==> src/verilog/drs_pkg.sv <==
`default_nettype none
package drs_pkg;

  // Bus geometry
  localparam int DRS_ADDR_W = 4;
  localparam int DRS_DATA_W = 32;
  localparam int DRS_TIMER_W = 32;

  // Register byte offsets
  localparam logic [3:0] DRS_OFF_CMD = 4'h0;
  localparam logic [3:0] DRS_OFF_CFG = 4'h4;
  localparam logic [3:0] DRS_OFF_STAT = 4'h8;

  // Command register fields
  localparam int DRS_CMD_RUN = 0;
  localparam int DRS_CMD_INCH = 1;
  localparam int DRS_CMD_ENABLE = 2;
  localparam int DRS_CMD_COAST_N = 3;
  localparam int DRS_CMD_QUICK_N = 4;
  localparam int DRS_CMD_FAULT_CLR = 5;
  localparam logic [31:0] DRS_CMD_RESET = 32'h0000_0000;
  localparam logic [31:0] DRS_CMD_MASK = 32'h0000_003F;

  // Configuration register fields
  localparam int DRS_CFG_QH_COAST = 0;
  localparam logic [31:0] DRS_CFG_RESET = 32'h0000_0000;
  localparam logic [31:0] DRS_CFG_MASK = 32'h0000_0001;

  // Status register fields
  localparam int DRS_ST_CODE_LSB = 0;
  localparam int DRS_ST_TRIPPED = 3;
  localparam int DRS_ST_RUNNING = 4;
  localparam int DRS_ST_INCHING = 5;
  localparam int DRS_ST_STOPPING = 6;
  localparam int DRS_ST_CONTACTOR = 7;
  localparam int DRS_ST_SW_ON_EN = 8;
  localparam int DRS_ST_SWITCHED_ON = 9;
  localparam int DRS_ST_READY = 10;
  localparam int DRS_ST_HEALTHY = 11;

  // AXI responses
  localparam logic [1:0] DRS_RESP_OKAY = 2'h0;
  localparam logic [1:0] DRS_RESP_DECERR = 2'h3;

  // Timing
  localparam longint DRS_CLK_HZ = 64'd50_000_000;
  localparam longint DRS_CONT_WAIT_S = 64'd10;
  localparam longint DRS_CONT_WAIT_CYC = DRS_CLK_HZ * DRS_CONT_WAIT_S;
  localparam longint DRS_QH_WAIT_MS = 64'd2000;
  localparam longint DRS_QH_WAIT_CYC = DRS_CLK_HZ * DRS_QH_WAIT_MS / 64'd1000;

  // Main states, coded 0..7 in order
  typedef enum logic [2:0] {
    DRS_START_DIS,
    DRS_START_EN,
    DRS_SWITCHED_ON,
    DRS_READY,
    DRS_ENABLED,
    DRS_QHALT,
    DRS_TRIP_ACTIVE,
    DRS_TRIPPED
  } drs_state_e;

  // Transition numbers, lower wins
  localparam int DRS_T_SD_TRIP = 2;
  localparam int DRS_T_SD_SE = 3;
  localparam int DRS_T_SE_TRIP = 4;
  localparam int DRS_T_SE_SD = 5;
  localparam int DRS_T_SE_SO = 6;
  localparam int DRS_T_SO_TRIP = 7;
  localparam int DRS_T_SO_SD = 8;
  localparam int DRS_T_SO_SE = 9;
  localparam int DRS_T_SO_RDY = 10;
  localparam int DRS_T_RDY_TRIP = 11;
  localparam int DRS_T_RDY_SD = 12;
  localparam int DRS_T_RDY_SE = 13;
  localparam int DRS_T_RDY_EN = 14;
  localparam int DRS_T_EN_TRIP = 15;
  localparam int DRS_T_EN_SD = 16;
  localparam int DRS_T_EN_QH = 17;
  localparam int DRS_T_EN_SE = 18;
  localparam int DRS_T_EN_RDY = 19;
  localparam int DRS_T_QH_TRIP = 20;
  localparam int DRS_T_QH_SD = 21;
  localparam int DRS_T_TA_TD = 22;
  localparam int DRS_T_TD_SD = 23;
  localparam int DRS_T_N = 24;

endpackage : drs_pkg
`default_nettype wire

==> src/verilog/drs_timer.sv <==
`timescale 1ns/1ps
`default_nettype none
module drs_timer
  import drs_pkg::*;
(
  // Clock and reset
  input wire logic aclk,
  input wire logic aresetn,
  input wire logic ce,
  // Control
  input wire logic count_en,
  input wire logic [DRS_TIMER_W-1:0] limit,
  // Result
  output logic expired
);

  logic [DRS_TIMER_W-1:0] count_r;

  // Restarts whenever count_en drops, so each state visit times afresh
  always_ff @(posedge aclk) begin
    if (!aresetn) begin
      count_r <= '0;
    end else if (ce) begin
      if (!count_en) begin
        count_r <= '0;
      end else if (count_r != limit) begin
        count_r <= count_r + 1'b1;
      end
    end
  end

  always_ff @(posedge aclk) begin
    if (!aresetn) begin
      expired <= 1'b0;
    end else if (ce) begin
      expired <= count_en && (count_r == limit);
    end
  end

endmodule : drs_timer
`default_nettype wire

==> src/verilog/drs_axil_regs.sv <==
`timescale 1ns/1ps
`default_nettype none
module drs_axil_regs
  import drs_pkg::*;
(
  // Clock and reset
  input wire logic aclk,
  input wire logic aresetn,
  input wire logic ce,
  // AXI4-Lite slave
  input wire logic [DRS_ADDR_W-1:0] s_axi_awaddr,
  input wire logic s_axi_awvalid,
  output logic s_axi_awready,
  input wire logic [DRS_DATA_W-1:0] s_axi_wdata,
  input wire logic [3:0] s_axi_wstrb,
  input wire logic s_axi_wvalid,
  output logic s_axi_wready,
  output logic [1:0] s_axi_bresp,
  output logic s_axi_bvalid,
  input wire logic s_axi_bready,
  input wire logic [DRS_ADDR_W-1:0] s_axi_araddr,
  input wire logic s_axi_arvalid,
  output logic s_axi_arready,
  output logic [DRS_DATA_W-1:0] s_axi_rdata,
  output logic [1:0] s_axi_rresp,
  output logic s_axi_rvalid,
  input wire logic s_axi_rready,
  // Register contents
  output logic [DRS_DATA_W-1:0] cmd_r,
  output logic [DRS_DATA_W-1:0] cfg_r,
  input wire logic [DRS_DATA_W-1:0] status
);

  logic aw_hold_r;
  logic w_hold_r;
  logic [DRS_ADDR_W-1:0] awaddr_r;
  logic [DRS_DATA_W-1:0] wdata_r;
  logic [3:0] wstrb_r;
  logic do_write;

  function automatic logic [31:0] merge(input logic [31:0] old,
                                        input logic [31:0] nw,
                                        input logic [3:0] strb,
                                        input logic [31:0] mask);
    logic [31:0] res;
    res = old;
    for (int i = 0; i < 4; i++) begin
      if (strb[i]) begin
        res[i*8 +: 8] = nw[i*8 +: 8];
      end
    end
    return res & mask;
  endfunction : merge

  assign do_write = aw_hold_r && w_hold_r && !s_axi_bvalid;

  // Write channels accepted in either order, one write at a time
  always_ff @(posedge aclk) begin
    if (!aresetn) begin
      aw_hold_r <= 1'b0;
      w_hold_r <= 1'b0;
      awaddr_r <= '0;
      wdata_r <= '0;
      wstrb_r <= '0;
      s_axi_awready <= 1'b1;
      s_axi_wready <= 1'b1;
      s_axi_bvalid <= 1'b0;
      s_axi_bresp <= DRS_RESP_OKAY;
    end else if (ce) begin
      if (s_axi_awvalid && s_axi_awready) begin
        aw_hold_r <= 1'b1;
        awaddr_r <= s_axi_awaddr;
        s_axi_awready <= 1'b0;
      end
      if (s_axi_wvalid && s_axi_wready) begin
        w_hold_r <= 1'b1;
        wdata_r <= s_axi_wdata;
        wstrb_r <= s_axi_wstrb;
        s_axi_wready <= 1'b0;
      end
      if (do_write) begin
        aw_hold_r <= 1'b0;
        w_hold_r <= 1'b0;
        s_axi_bvalid <= 1'b1;
        s_axi_bresp <= (awaddr_r == DRS_OFF_CMD || awaddr_r == DRS_OFF_CFG ||
                        awaddr_r == DRS_OFF_STAT) ? DRS_RESP_OKAY
                                                  : DRS_RESP_DECERR;
      end
      if (s_axi_bvalid && s_axi_bready) begin
        s_axi_bvalid <= 1'b0;
        s_axi_awready <= 1'b1;
        s_axi_wready <= 1'b1;
      end
    end
  end

  // Status is read-only; writes to it are accepted and dropped
  always_ff @(posedge aclk) begin
    if (!aresetn) begin
      cmd_r <= DRS_CMD_RESET;
      cfg_r <= DRS_CFG_RESET;
    end else if (ce && do_write) begin
      if (awaddr_r == DRS_OFF_CMD) begin
        cmd_r <= merge(cmd_r, wdata_r, wstrb_r, DRS_CMD_MASK);
      end
      if (awaddr_r == DRS_OFF_CFG) begin
        cfg_r <= merge(cfg_r, wdata_r, wstrb_r, DRS_CFG_MASK);
      end
    end
  end

  always_ff @(posedge aclk) begin
    if (!aresetn) begin
      s_axi_arready <= 1'b1;
      s_axi_rvalid <= 1'b0;
      s_axi_rdata <= '0;
      s_axi_rresp <= DRS_RESP_OKAY;
    end else if (ce) begin
      if (s_axi_arvalid && s_axi_arready) begin
        s_axi_arready <= 1'b0;
        s_axi_rvalid <= 1'b1;
        s_axi_rresp <= DRS_RESP_OKAY;
        case (s_axi_araddr)
          DRS_OFF_CMD: s_axi_rdata <= cmd_r;
          DRS_OFF_CFG: s_axi_rdata <= cfg_r;
          DRS_OFF_STAT: s_axi_rdata <= status;
          default: begin
            s_axi_rdata <= '0;
            s_axi_rresp <= DRS_RESP_DECERR;
          end
        endcase
      end else if (s_axi_rvalid && s_axi_rready) begin
        s_axi_rvalid <= 1'b0;
        s_axi_arready <= 1'b1;
      end
    end
  end

endmodule : drs_axil_regs
`default_nettype wire

==> src/verilog/drs_sequencer.sv <==
// Behaviour
// - Main state reported as code 0..7
// - Tripped, running, stopping follow state table
// - Enable, switched-on, ready per state; healthy latched in tripped, contactor held in the two start states
// - Inching set at inch start, cleared at end
// - Stopping during run/inch fall or quick-halt
// - Tripped: healthy once run and inch false
// - Power-up or config reload enters start-disabled
// - Trip, or lost contactor in ready, enabled or quick-halt, goes to trip-active
// - Switched-on trips after 10 s without contactor
// - Idle commands, halts high: start-enabled
// - Halt low in start-enabled to ready returns to start-disabled; in enabled, coast low does, quick low goes to quick-halt
// - Run or inch moves start-enabled to switched-on
// - Run and inch false returns to start-enabled
// - Contactor and deflux to ready; enable toggles enabled
// - Enabled idle and stop done: start-enabled
// - Quick-halt timer, coast mode or zero setpoint exits
// - Quench to tripped; clear edge without trip resets
// - Lowest-numbered transition wins
// - Transitions fire on cause rising within state
`timescale 1ns/1ps
`default_nettype none
module drs_sequencer
  import drs_pkg::*;
#(
  parameter longint CONT_WAIT_CYC = DRS_CONT_WAIT_CYC,
  parameter longint QH_WAIT_CYC = DRS_QH_WAIT_CYC
)
(
  // Clock, reset, enable
  input wire logic aclk,
  input wire logic aresetn,
  input wire logic ce,
  // AXI4-Lite slave
  input wire logic [DRS_ADDR_W-1:0] s_axi_awaddr,
  input wire logic s_axi_awvalid,
  output logic s_axi_awready,
  input wire logic [DRS_DATA_W-1:0] s_axi_wdata,
  input wire logic [3:0] s_axi_wstrb,
  input wire logic s_axi_wvalid,
  output logic s_axi_wready,
  output logic [1:0] s_axi_bresp,
  output logic s_axi_bvalid,
  input wire logic s_axi_bready,
  input wire logic [DRS_ADDR_W-1:0] s_axi_araddr,
  input wire logic s_axi_arvalid,
  output logic s_axi_arready,
  output logic [DRS_DATA_W-1:0] s_axi_rdata,
  output logic [1:0] s_axi_rresp,
  output logic s_axi_rvalid,
  input wire logic s_axi_rready,
  // Power stage and contactor feedback
  input wire logic trip_in,
  input wire logic contactor_closed,
  input wire logic defluxed,
  input wire logic stack_quenched,
  input wire logic zero_setpoint,
  input wire logic stop_complete,
  input wire logic config_reload,
  // Sequencer outputs
  output logic [2:0] main_state_code,
  output logic tripped,
  output logic running,
  output logic inching,
  output logic stopping,
  output logic contactor_cmd,
  output logic switch_on_enable,
  output logic switched_on,
  output logic ready,
  output logic healthy
);

  localparam logic [DRS_TIMER_W-1:0] CONT_LIMIT =
    DRS_TIMER_W'(CONT_WAIT_CYC - 64'd1);
  localparam logic [DRS_TIMER_W-1:0] QH_LIMIT =
    DRS_TIMER_W'(QH_WAIT_CYC - 64'd1);

  logic [DRS_DATA_W-1:0] cmd_r;
  logic [DRS_DATA_W-1:0] cfg_r;
  logic [DRS_DATA_W-1:0] status;

  logic run;
  logic inch;
  logic enable;
  logic coast_n;
  logic quick_n;
  logic fault_clr;
  logic qh_coast;
  logic idle;
  logic any_halt;
  logic lost_contactor;

  drs_state_e state_r;
  drs_state_e state_nxt;
  logic [DRS_T_N-1:0] cause;
  logic [DRS_T_N-1:0] cause_prev_r;
  logic [DRS_T_N-1:0] rise;

  logic run_prev_r;
  logic inch_prev_r;
  logic fault_clr_prev_r;
  logic run_fall;
  logic inch_fall;
  logic run_rise;
  logic inch_rise;
  logic fault_clr_rise;

  logic cont_timer_en;
  logic cont_expired;
  logic qh_timer_en;
  logic qh_expired;

  function automatic logic in_span(input drs_state_e s,
                                   input drs_state_e lo,
                                   input drs_state_e hi);
    return (s >= lo) && (s <= hi);
  endfunction : in_span

  drs_axil_regs u_regs (
    .aclk(aclk),
    .aresetn(aresetn),
    .ce(ce),
    .s_axi_awaddr(s_axi_awaddr),
    .s_axi_awvalid(s_axi_awvalid),
    .s_axi_awready(s_axi_awready),
    .s_axi_wdata(s_axi_wdata),
    .s_axi_wstrb(s_axi_wstrb),
    .s_axi_wvalid(s_axi_wvalid),
    .s_axi_wready(s_axi_wready),
    .s_axi_bresp(s_axi_bresp),
    .s_axi_bvalid(s_axi_bvalid),
    .s_axi_bready(s_axi_bready),
    .s_axi_araddr(s_axi_araddr),
    .s_axi_arvalid(s_axi_arvalid),
    .s_axi_arready(s_axi_arready),
    .s_axi_rdata(s_axi_rdata),
    .s_axi_rresp(s_axi_rresp),
    .s_axi_rvalid(s_axi_rvalid),
    .s_axi_rready(s_axi_rready),
    .cmd_r(cmd_r),
    .cfg_r(cfg_r),
    .status(status)
  );

  assign run = cmd_r[DRS_CMD_RUN];
  assign inch = cmd_r[DRS_CMD_INCH];
  assign enable = cmd_r[DRS_CMD_ENABLE];
  assign coast_n = cmd_r[DRS_CMD_COAST_N];
  assign quick_n = cmd_r[DRS_CMD_QUICK_N];
  assign fault_clr = cmd_r[DRS_CMD_FAULT_CLR];
  assign qh_coast = cfg_r[DRS_CFG_QH_COAST];
  assign idle = !run && !inch;
  assign any_halt = !coast_n || !quick_n;
  assign lost_contactor = !contactor_closed;

  // Contactor wait runs from entry to switched-on
  assign cont_timer_en = (state_r == DRS_SWITCHED_ON);
  assign qh_timer_en = (state_r == DRS_QHALT);

  drs_timer u_cont_timer (
    .aclk(aclk),
    .aresetn(aresetn),
    .ce(ce),
    .count_en(cont_timer_en),
    .limit(CONT_LIMIT),
    .expired(cont_expired)
  );

  drs_timer u_qh_timer (
    .aclk(aclk),
    .aresetn(aresetn),
    .ce(ce),
    .count_en(qh_timer_en),
    .limit(QH_LIMIT),
    .expired(qh_expired)
  );

  // Command edges
  always_ff @(posedge aclk) begin
    if (!aresetn) begin
      run_prev_r <= 1'b0;
      inch_prev_r <= 1'b0;
      fault_clr_prev_r <= 1'b0;
    end else if (ce) begin
      run_prev_r <= run;
      inch_prev_r <= inch;
      fault_clr_prev_r <= fault_clr;
    end
  end

  assign run_rise = run && !run_prev_r;
  assign inch_rise = inch && !inch_prev_r;
  assign run_fall = !run && run_prev_r;
  assign inch_fall = !inch && inch_prev_r;
  assign fault_clr_rise = fault_clr && !fault_clr_prev_r;

  // Cause of every transition, indexed by its number
  always_comb begin
    cause = '0;
    cause[DRS_T_SD_TRIP] = trip_in;
    cause[DRS_T_SD_SE] = idle && coast_n && quick_n;
    cause[DRS_T_SE_TRIP] = trip_in;
    cause[DRS_T_SE_SD] = any_halt;
    cause[DRS_T_SE_SO] = run || inch;
    cause[DRS_T_SO_TRIP] = trip_in || (cont_expired && lost_contactor);
    cause[DRS_T_SO_SD] = any_halt;
    cause[DRS_T_SO_SE] = idle;
    cause[DRS_T_SO_RDY] = contactor_closed && defluxed;
    cause[DRS_T_RDY_TRIP] = trip_in || lost_contactor;
    cause[DRS_T_RDY_SD] = any_halt;
    cause[DRS_T_RDY_SE] = idle;
    cause[DRS_T_RDY_EN] = enable;
    cause[DRS_T_EN_TRIP] = trip_in || lost_contactor;
    cause[DRS_T_EN_SD] = !coast_n;
    cause[DRS_T_EN_QH] = !quick_n;
    cause[DRS_T_EN_SE] = idle && stop_complete;
    cause[DRS_T_EN_RDY] = !enable;
    cause[DRS_T_QH_TRIP] = trip_in || lost_contactor;
    cause[DRS_T_QH_SD] = qh_expired || qh_coast || zero_setpoint;
    cause[DRS_T_TA_TD] = stack_quenched;
    cause[DRS_T_TD_SD] = !trip_in && fault_clr_rise;
  end

  // A cause already true on entry counts as a fresh rise
  assign rise = cause & ~cause_prev_r;

  always_ff @(posedge aclk) begin
    if (!aresetn) begin
      cause_prev_r <= '0;
    end else if (ce) begin
      if (config_reload || state_nxt != state_r) begin
        cause_prev_r <= '0;
      end else begin
        cause_prev_r <= cause;
      end
    end
  end

  // Priority chains, first match per state wins
  always_comb begin
    state_nxt = state_r;
    case (state_r)
      DRS_START_DIS: begin
        if (rise[DRS_T_SD_TRIP]) begin
          state_nxt = DRS_TRIP_ACTIVE;
        end else if (rise[DRS_T_SD_SE]) begin
          state_nxt = DRS_START_EN;
        end
      end
      DRS_START_EN: begin
        if (rise[DRS_T_SE_TRIP]) begin
          state_nxt = DRS_TRIP_ACTIVE;
        end else if (rise[DRS_T_SE_SD]) begin
          state_nxt = DRS_START_DIS;
        end else if (rise[DRS_T_SE_SO]) begin
          state_nxt = DRS_SWITCHED_ON;
        end
      end
      DRS_SWITCHED_ON: begin
        if (rise[DRS_T_SO_TRIP]) begin
          state_nxt = DRS_TRIP_ACTIVE;
        end else if (rise[DRS_T_SO_SD]) begin
          state_nxt = DRS_START_DIS;
        end else if (rise[DRS_T_SO_SE]) begin
          state_nxt = DRS_START_EN;
        end else if (rise[DRS_T_SO_RDY]) begin
          state_nxt = DRS_READY;
        end
      end
      DRS_READY: begin
        if (rise[DRS_T_RDY_TRIP]) begin
          state_nxt = DRS_TRIP_ACTIVE;
        end else if (rise[DRS_T_RDY_SD]) begin
          state_nxt = DRS_START_DIS;
        end else if (rise[DRS_T_RDY_SE]) begin
          state_nxt = DRS_START_EN;
        end else if (rise[DRS_T_RDY_EN]) begin
          state_nxt = DRS_ENABLED;
        end
      end
      DRS_ENABLED: begin
        if (rise[DRS_T_EN_TRIP]) begin
          state_nxt = DRS_TRIP_ACTIVE;
        end else if (rise[DRS_T_EN_SD]) begin
          state_nxt = DRS_START_DIS;
        end else if (rise[DRS_T_EN_QH]) begin
          state_nxt = DRS_QHALT;
        end else if (rise[DRS_T_EN_SE]) begin
          state_nxt = DRS_START_EN;
        end else if (rise[DRS_T_EN_RDY]) begin
          state_nxt = DRS_READY;
        end
      end
      DRS_QHALT: begin
        if (rise[DRS_T_QH_TRIP]) begin
          state_nxt = DRS_TRIP_ACTIVE;
        end else if (rise[DRS_T_QH_SD]) begin
          state_nxt = DRS_START_DIS;
        end
      end
      DRS_TRIP_ACTIVE: begin
        if (rise[DRS_T_TA_TD]) begin
          state_nxt = DRS_TRIPPED;
        end
      end
      DRS_TRIPPED: begin
        if (rise[DRS_T_TD_SD]) begin
          state_nxt = DRS_START_DIS;
        end
      end
      default: begin
        state_nxt = DRS_START_DIS;
      end
    endcase
    if (config_reload) begin
      state_nxt = DRS_START_DIS;
    end
  end

  // Single register update per enabled cycle
  always_ff @(posedge aclk) begin
    if (!aresetn) begin
      state_r <= DRS_START_DIS;
    end else if (ce) begin
      state_r <= state_nxt;
    end
  end

  // Outputs decoded from the next state so they line up with state_r
  always_ff @(posedge aclk) begin
    if (!aresetn) begin
      main_state_code <= 3'h0;
      tripped <= 1'b0;
      running <= 1'b0;
      switch_on_enable <= 1'b0;
      switched_on <= 1'b0;
      ready <= 1'b0;
    end else if (ce) begin
      main_state_code <= 3'(state_nxt);
      tripped <= in_span(state_nxt, DRS_TRIP_ACTIVE, DRS_TRIPPED);
      running <= (state_nxt == DRS_ENABLED);
      switch_on_enable <= in_span(state_nxt, DRS_START_EN,
                                  DRS_TRIP_ACTIVE);
      switched_on <= in_span(state_nxt, DRS_SWITCHED_ON,
                             DRS_TRIP_ACTIVE);
      ready <= in_span(state_nxt, DRS_READY, DRS_TRIP_ACTIVE);
    end
  end

  // Contactor holds its level through the two start states
  always_ff @(posedge aclk) begin
    if (!aresetn) begin
      contactor_cmd <= 1'b0;
    end else if (ce) begin
      if (state_nxt == DRS_TRIPPED) begin
        contactor_cmd <= 1'b0;
      end else if (in_span(state_nxt, DRS_SWITCHED_ON, DRS_TRIP_ACTIVE)) begin
        contactor_cmd <= 1'b1;
      end
    end
  end

  always_ff @(posedge aclk) begin
    if (!aresetn) begin
      healthy <= 1'b1;
    end else if (ce) begin
      if (state_nxt == DRS_TRIP_ACTIVE) begin
        healthy <= 1'b0;
      end else if (state_nxt == DRS_TRIPPED) begin
        healthy <= healthy || idle;
      end else begin
        healthy <= 1'b1;
      end
    end
  end

  // Inch cycle ends on stop delay done or a run demand
  always_ff @(posedge aclk) begin
    if (!aresetn) begin
      inching <= 1'b0;
    end else if (ce) begin
      if (state_nxt != DRS_ENABLED) begin
        inching <= 1'b0;
      end else if (inch_rise) begin
        inching <= 1'b1;
      end else if (inching && (stop_complete || run)) begin
        inching <= 1'b0;
      end
    end
  end

  // Stop cycle ends when stopping completes or a new demand arrives
  always_ff @(posedge aclk) begin
    if (!aresetn) begin
      stopping <= 1'b0;
    end else if (ce) begin
      if (state_nxt == DRS_QHALT) begin
        stopping <= 1'b1;
      end else if (state_nxt != DRS_ENABLED) begin
        stopping <= 1'b0;
      end else if (run_fall || inch_fall) begin
        stopping <= 1'b1;
      end else if (stop_complete || run_rise || inch_rise) begin
        stopping <= 1'b0;
      end
    end
  end

  always_comb begin
    status = '0;
    status[DRS_ST_CODE_LSB +: 3] = main_state_code;
    status[DRS_ST_TRIPPED] = tripped;
    status[DRS_ST_RUNNING] = running;
    status[DRS_ST_INCHING] = inching;
    status[DRS_ST_STOPPING] = stopping;
    status[DRS_ST_CONTACTOR] = contactor_cmd;
    status[DRS_ST_SW_ON_EN] = switch_on_enable;
    status[DRS_ST_SWITCHED_ON] = switched_on;
    status[DRS_ST_READY] = ready;
    status[DRS_ST_HEALTHY] = healthy;
  end

endmodule : drs_sequencer
`default_nettype wire

==> config.mk <==
export PLATFORM = sky130hd
export DESIGN_NAME = drs_sequencer
export DESIGN_NICKNAME = d
export VERILOG_FILES = /design/src/verilog/drs_pkg.sv /design/src/verilog/drs_timer.sv /design/src/verilog/drs_axil_regs.sv /design/src/verilog/drs_sequencer.sv
export SDC_FILE = /design/constraint.sdc
export NUM_CORES = 1
export LEC_CHECK = 0
export BUFFER_PORTS_ARGS = -buffer_cell sky130_fd_sc_hd__buf_2
export CAP_MARGIN = 25
export CORE_ASPECT_RATIO = 0.9
export CORE_MARGIN = 1
export CORE_UTILIZATION = 51
export CTS_CLUSTER_DIAMETER = 120
export DETAILED_ROUTE_END_ITERATION = 8
export PLACE_DENSITY = 0.83
export SYNTH_ARGS = -nofsm -noshare
export SYNTH_HDL_FRONTEND = slang
export SYNTH_SLANG_ARGS = --single-unit
==> constraint.sdc <==
create_clock -name aclk -period 2.1 [get_ports aclk]
set_input_delay 0.105 -clock aclk [delete_from_list [all_inputs] [get_ports aclk]]
set_output_delay 0.105 -clock aclk [all_outputs]
set_load 0.02 [all_outputs]
==> impl_metrics.tcl <==
set metrics [dict create \
    numCtsBuffers 17 \
    synth-seq-area-share 0.420 \
    status "finished, violations left" \
    met1_length_mm 7.94 \
    place_area_sq_um 7460 \
    switchingPower_mw 1.62 \
    relSlewSlack 0.616 \
    final_common_cell "dfxtp_1" \
    multi_input_area_sq_um 3790 \
    clk_latency_ns 0.42 \
    grt_pass1_vias 5991 \
    r2r-end "cause_prev_r[6]$_SDFFE_PN0P_" \
    postLayoutSetupSlackWorst_ns -0.190 \
    synth_area_sq_um 6480 \
    power_frac_comb 0.101 \
    endpoint_kind "flop" \
    internal_power_mw 4.62 \
    core_sq_um 12200 \
    r2r_setup_slack_ns -0.19 \
    cp-endpoint "cause_prev_r[6]$_SDFFE_PN0P_" \
    port_buffers 62 \
    ant_nets 0 \
    grt.total_usage 0.280 \
    reg2regPathDepth 8 \
    drc 0 \
    synthArstFlopShare 0 \
    grt.overflow.total 0 \
    htreeDepth 4 \
    violations "negative setup slack" \
    final-seq-area_sq_um 2740 \
    tns_ns -3.23 \
    antenna_found_initial 0 \
    required_ns 2.44 \
    layout_common_cells "dfxtp_1 (127), nor2_1 (124), buf_4 (84)" \
    dieHeight_um 109 \
    p_per_area_nw_per_um2 719 \
    avgSynthCellArea_sq_um 8.41 \
    clkTransAtPathRegs_ns 0.06 \
    syn_to_final_growth_pct 34.0 \
    synth-edff-count 0 \
    r2r_start "fault_clr_prev_r$_SDFFE_PN0P_" \
    leakage_nw 3.48 \
    drive_above_1_share 0.300 \
    hold_violations 0 \
    fin_skew_ns 0.0101 \
    drv_cap 0 \
    cts_tree "yes" \
    crit_path_start_kind "flop" \
    synthTopCellsByArea "dfxtp_1 (42%), nor2_1 (7.2%), nand2_1 (4.1%), xor2_1 (3.9%), mux2i_1 (3.9%)" \
    ys_ff_latch 136 \
    dpl_worst_slack_ns -0.181 \
    num_rows 38 \
    path_class "reg2reg" \
    p_seq_frac 0.428 \
    synth_ff_type "dfxtp_1" \
    period_share 1.09 \
    ios 112 \
    nFillCells 799 \
    cts_root_buf "clkbuf_16" \
    period_minus_slack_ns 2.29 \
    max_slew.worst_pin.slew_ns 0.575 \
    die-area_sq_um 13200 \
    grt_pass1_wl_mm 28.9 \
    dr.first_iter.drc_count 581 \
    route.met2.wl_mm 9.05 \
    synth_cells 770 \
    grt_max_degree 49 \
    hp-class "in2reg" \
    synth_top_cell_by_area "dfxtp_1" \
    start_util 0.530 \
    cts_sinks 136 \
    ys.warnings.count 0 \
    die_w_um 121 \
    synth_cell_types 66 \
    setup_violations 28 \
    irDropWorstVdd_mv 0.712 \
    gp_congestion 0.871 \
    n_antenna_cell 0 \
    netSwitchingFraction 0.260 \
    met3_length_mm 1.59 \
    clk_path_buf_depth 2 \
    final_cell_area_sq_um 8680 \
    yosysTopAreaCellShare 0.420 \
    p_clk_frac 0.471 \
    routed_wl_mm 19.1 \
    post_drt_wl_per_cell_um 17.3 \
    cp_data_arrival_time_ns 2.64 \
    hpwl_mm 11.2 \
    dr.max_layer_used "met4" \
    vias 6387 \
    slew_violations 0 \
    clock.fmax_mhz 437 \
    cp-startpoint "fault_clr_prev_r$_SDFFE_PN0P_" \
    final_nets 990 \
    rsz0062_at_grt "true" \
    vias_per_cell 5.80 \
    critPathMaxFanout 16 \
    dr.pass1.iters 6 \
]
## metrics by stage
step	hold WS (ns)	power [mW]	util	std cells
floorplan	0.245	3.07	-	789
global placement	0.336	3.23	0.610	1040
detailed placement	0.341	3.24	0.610	1041
CTS	0.0195	6.19	0.689	1097
global route	0.0562	6.41	0.710	1102
finish	0.0286	6.24	0.710	1102
## synth_stat cells, types with 2 or more instances
library cell	count
a211oi_1	6
a21o_1	6
a21oi_1	28
a22oi_1	13
and2_1	7
and3_1	12
and4_1	8
buf_1	3
buf_2	4
buf_4	22
buf_6	2
clkbuf_1	25
dfxtp_1	136
ha_1	2
inv_1	19
mux2_2	5
mux2i_1	25
nand2_1	71
nand2b_1	5
nand3_1	35
nand3b_1	2
nand4_1	19
nor2_1	125
nor2b_1	6
nor3_1	19
nor3b_1	6
nor4_1	10
nor4b_1	4
o21ai_0	35
o21ai_2	10
o21bai_1	2
o22ai_1	2
o31a_1	2
or2_2	2
or3_1	8
or4_1	2
xnor2_1	25
xor2_1	29
## how the worst min path moves through the flow
stage	startpoint	end	cells after the start
2_1_floorplan	stop_complete	cause_prev_r[18]$_SDFFE_PN0P_	2
3_3_place_gp	s_axi_awaddr[0]	u_regs.awaddr_r[0]$_SDFFE_PN0P_	3
3_5_place_dp	s_axi_awaddr[0]	u_regs.awaddr_r[0]$_SDFFE_PN0P_	3
4_1_cts	s_axi_bready	u_regs.s_axi_bvalid$_SDFFE_PN0P_	4
5_1_grt	trip_in	cause_prev_r[23]$_SDFFE_PN0P_	3
6_report	s_axi_bready	u_regs.s_axi_bvalid$_SDFFE_PN0P_	4
## timing repair
item / CTS / global route
endpoints found under the hold margin: 17 / 0
setup buffers: 6 / 5
endpoints found under the setup margin: 43 / 57
resized for setup: 42 / 48
pin swaps: 7 / 28
hold buffers: 18 / 0
gates cloned: 0 / 1
## cell type report
class | instances | share of cell area
clock buffer | 20 | 0.0538
clock inverter | 12 | 0.0133
inverter | 19 | 0.00822
multi-input combinational | 578 | 0.437
sequential | 136 | 0.316
tap | 160 | 0.0231
timing repair buffer | 177 | 0.150
## power groups by stage
stage / Combinational (mW) / Sequential (mW) / Clock, mW
6_report: 0.633 / 2.67 / 2.94
5_1_grt: 0.667 / 2.68 / 3.07
4_1_cts: 0.584 / 2.67 / 2.94
3_5_place_dp: 0.520 / 2.72 / 0
3_3_place_gp: 0.510 / 2.72 / 0
2_1_floorplan: 0.335 / 2.74 / 0
## worst max-delay path: stages (launching register included)
cell and delay (ns):
dfxtp_2 0.32, or3b_4 0.40, or4_4 0.44, o311ai_4 0.16
a41oi_2 0.19, o22ai_2 0.21, nand4b_2 0.16, buf_12 0.19
o21ai_1 0.15
## state kept, by name, indices dropped and copies added (netlist names), 3 cells and up
register,count
u_regs.cmd_r,6
u_regs.wdata_r,6
cause_prev_r,16
u_cont_timer.count_r,32
main_state_code,3
u_qh_timer.count_r,32
u_regs.s_axi_rdata,12
u_regs.awaddr_r,4
## cell families (layout without fill, tap and decap cells)
| family | Yosys count | in the layout | synth area share |
|---|---|---|---|
| simple gates | 352 | 352 | 0.267 |
| fa+ha+maj | 2 | 2 | 0.00386 |
| buf+inv | 75 | 228 | 0.0593 |
| other cells | 1 | 20 | 0.000579 |
| mux | 30 | 30 | 0.0473 |
| compound gates | 120 | 120 | 0.129 |
| xor+xnor | 54 | 54 | 0.0730 |
| flops | 136 | 136 | 0.420 |
## layer usage
metal  global-route usage  up-vias
met5                    0        -
met4                0.121        0
met3               0.0711       60
met2                0.450      351
met1                0.356     3019
li1                     -     2957
(Power assumes the default switching activity.)
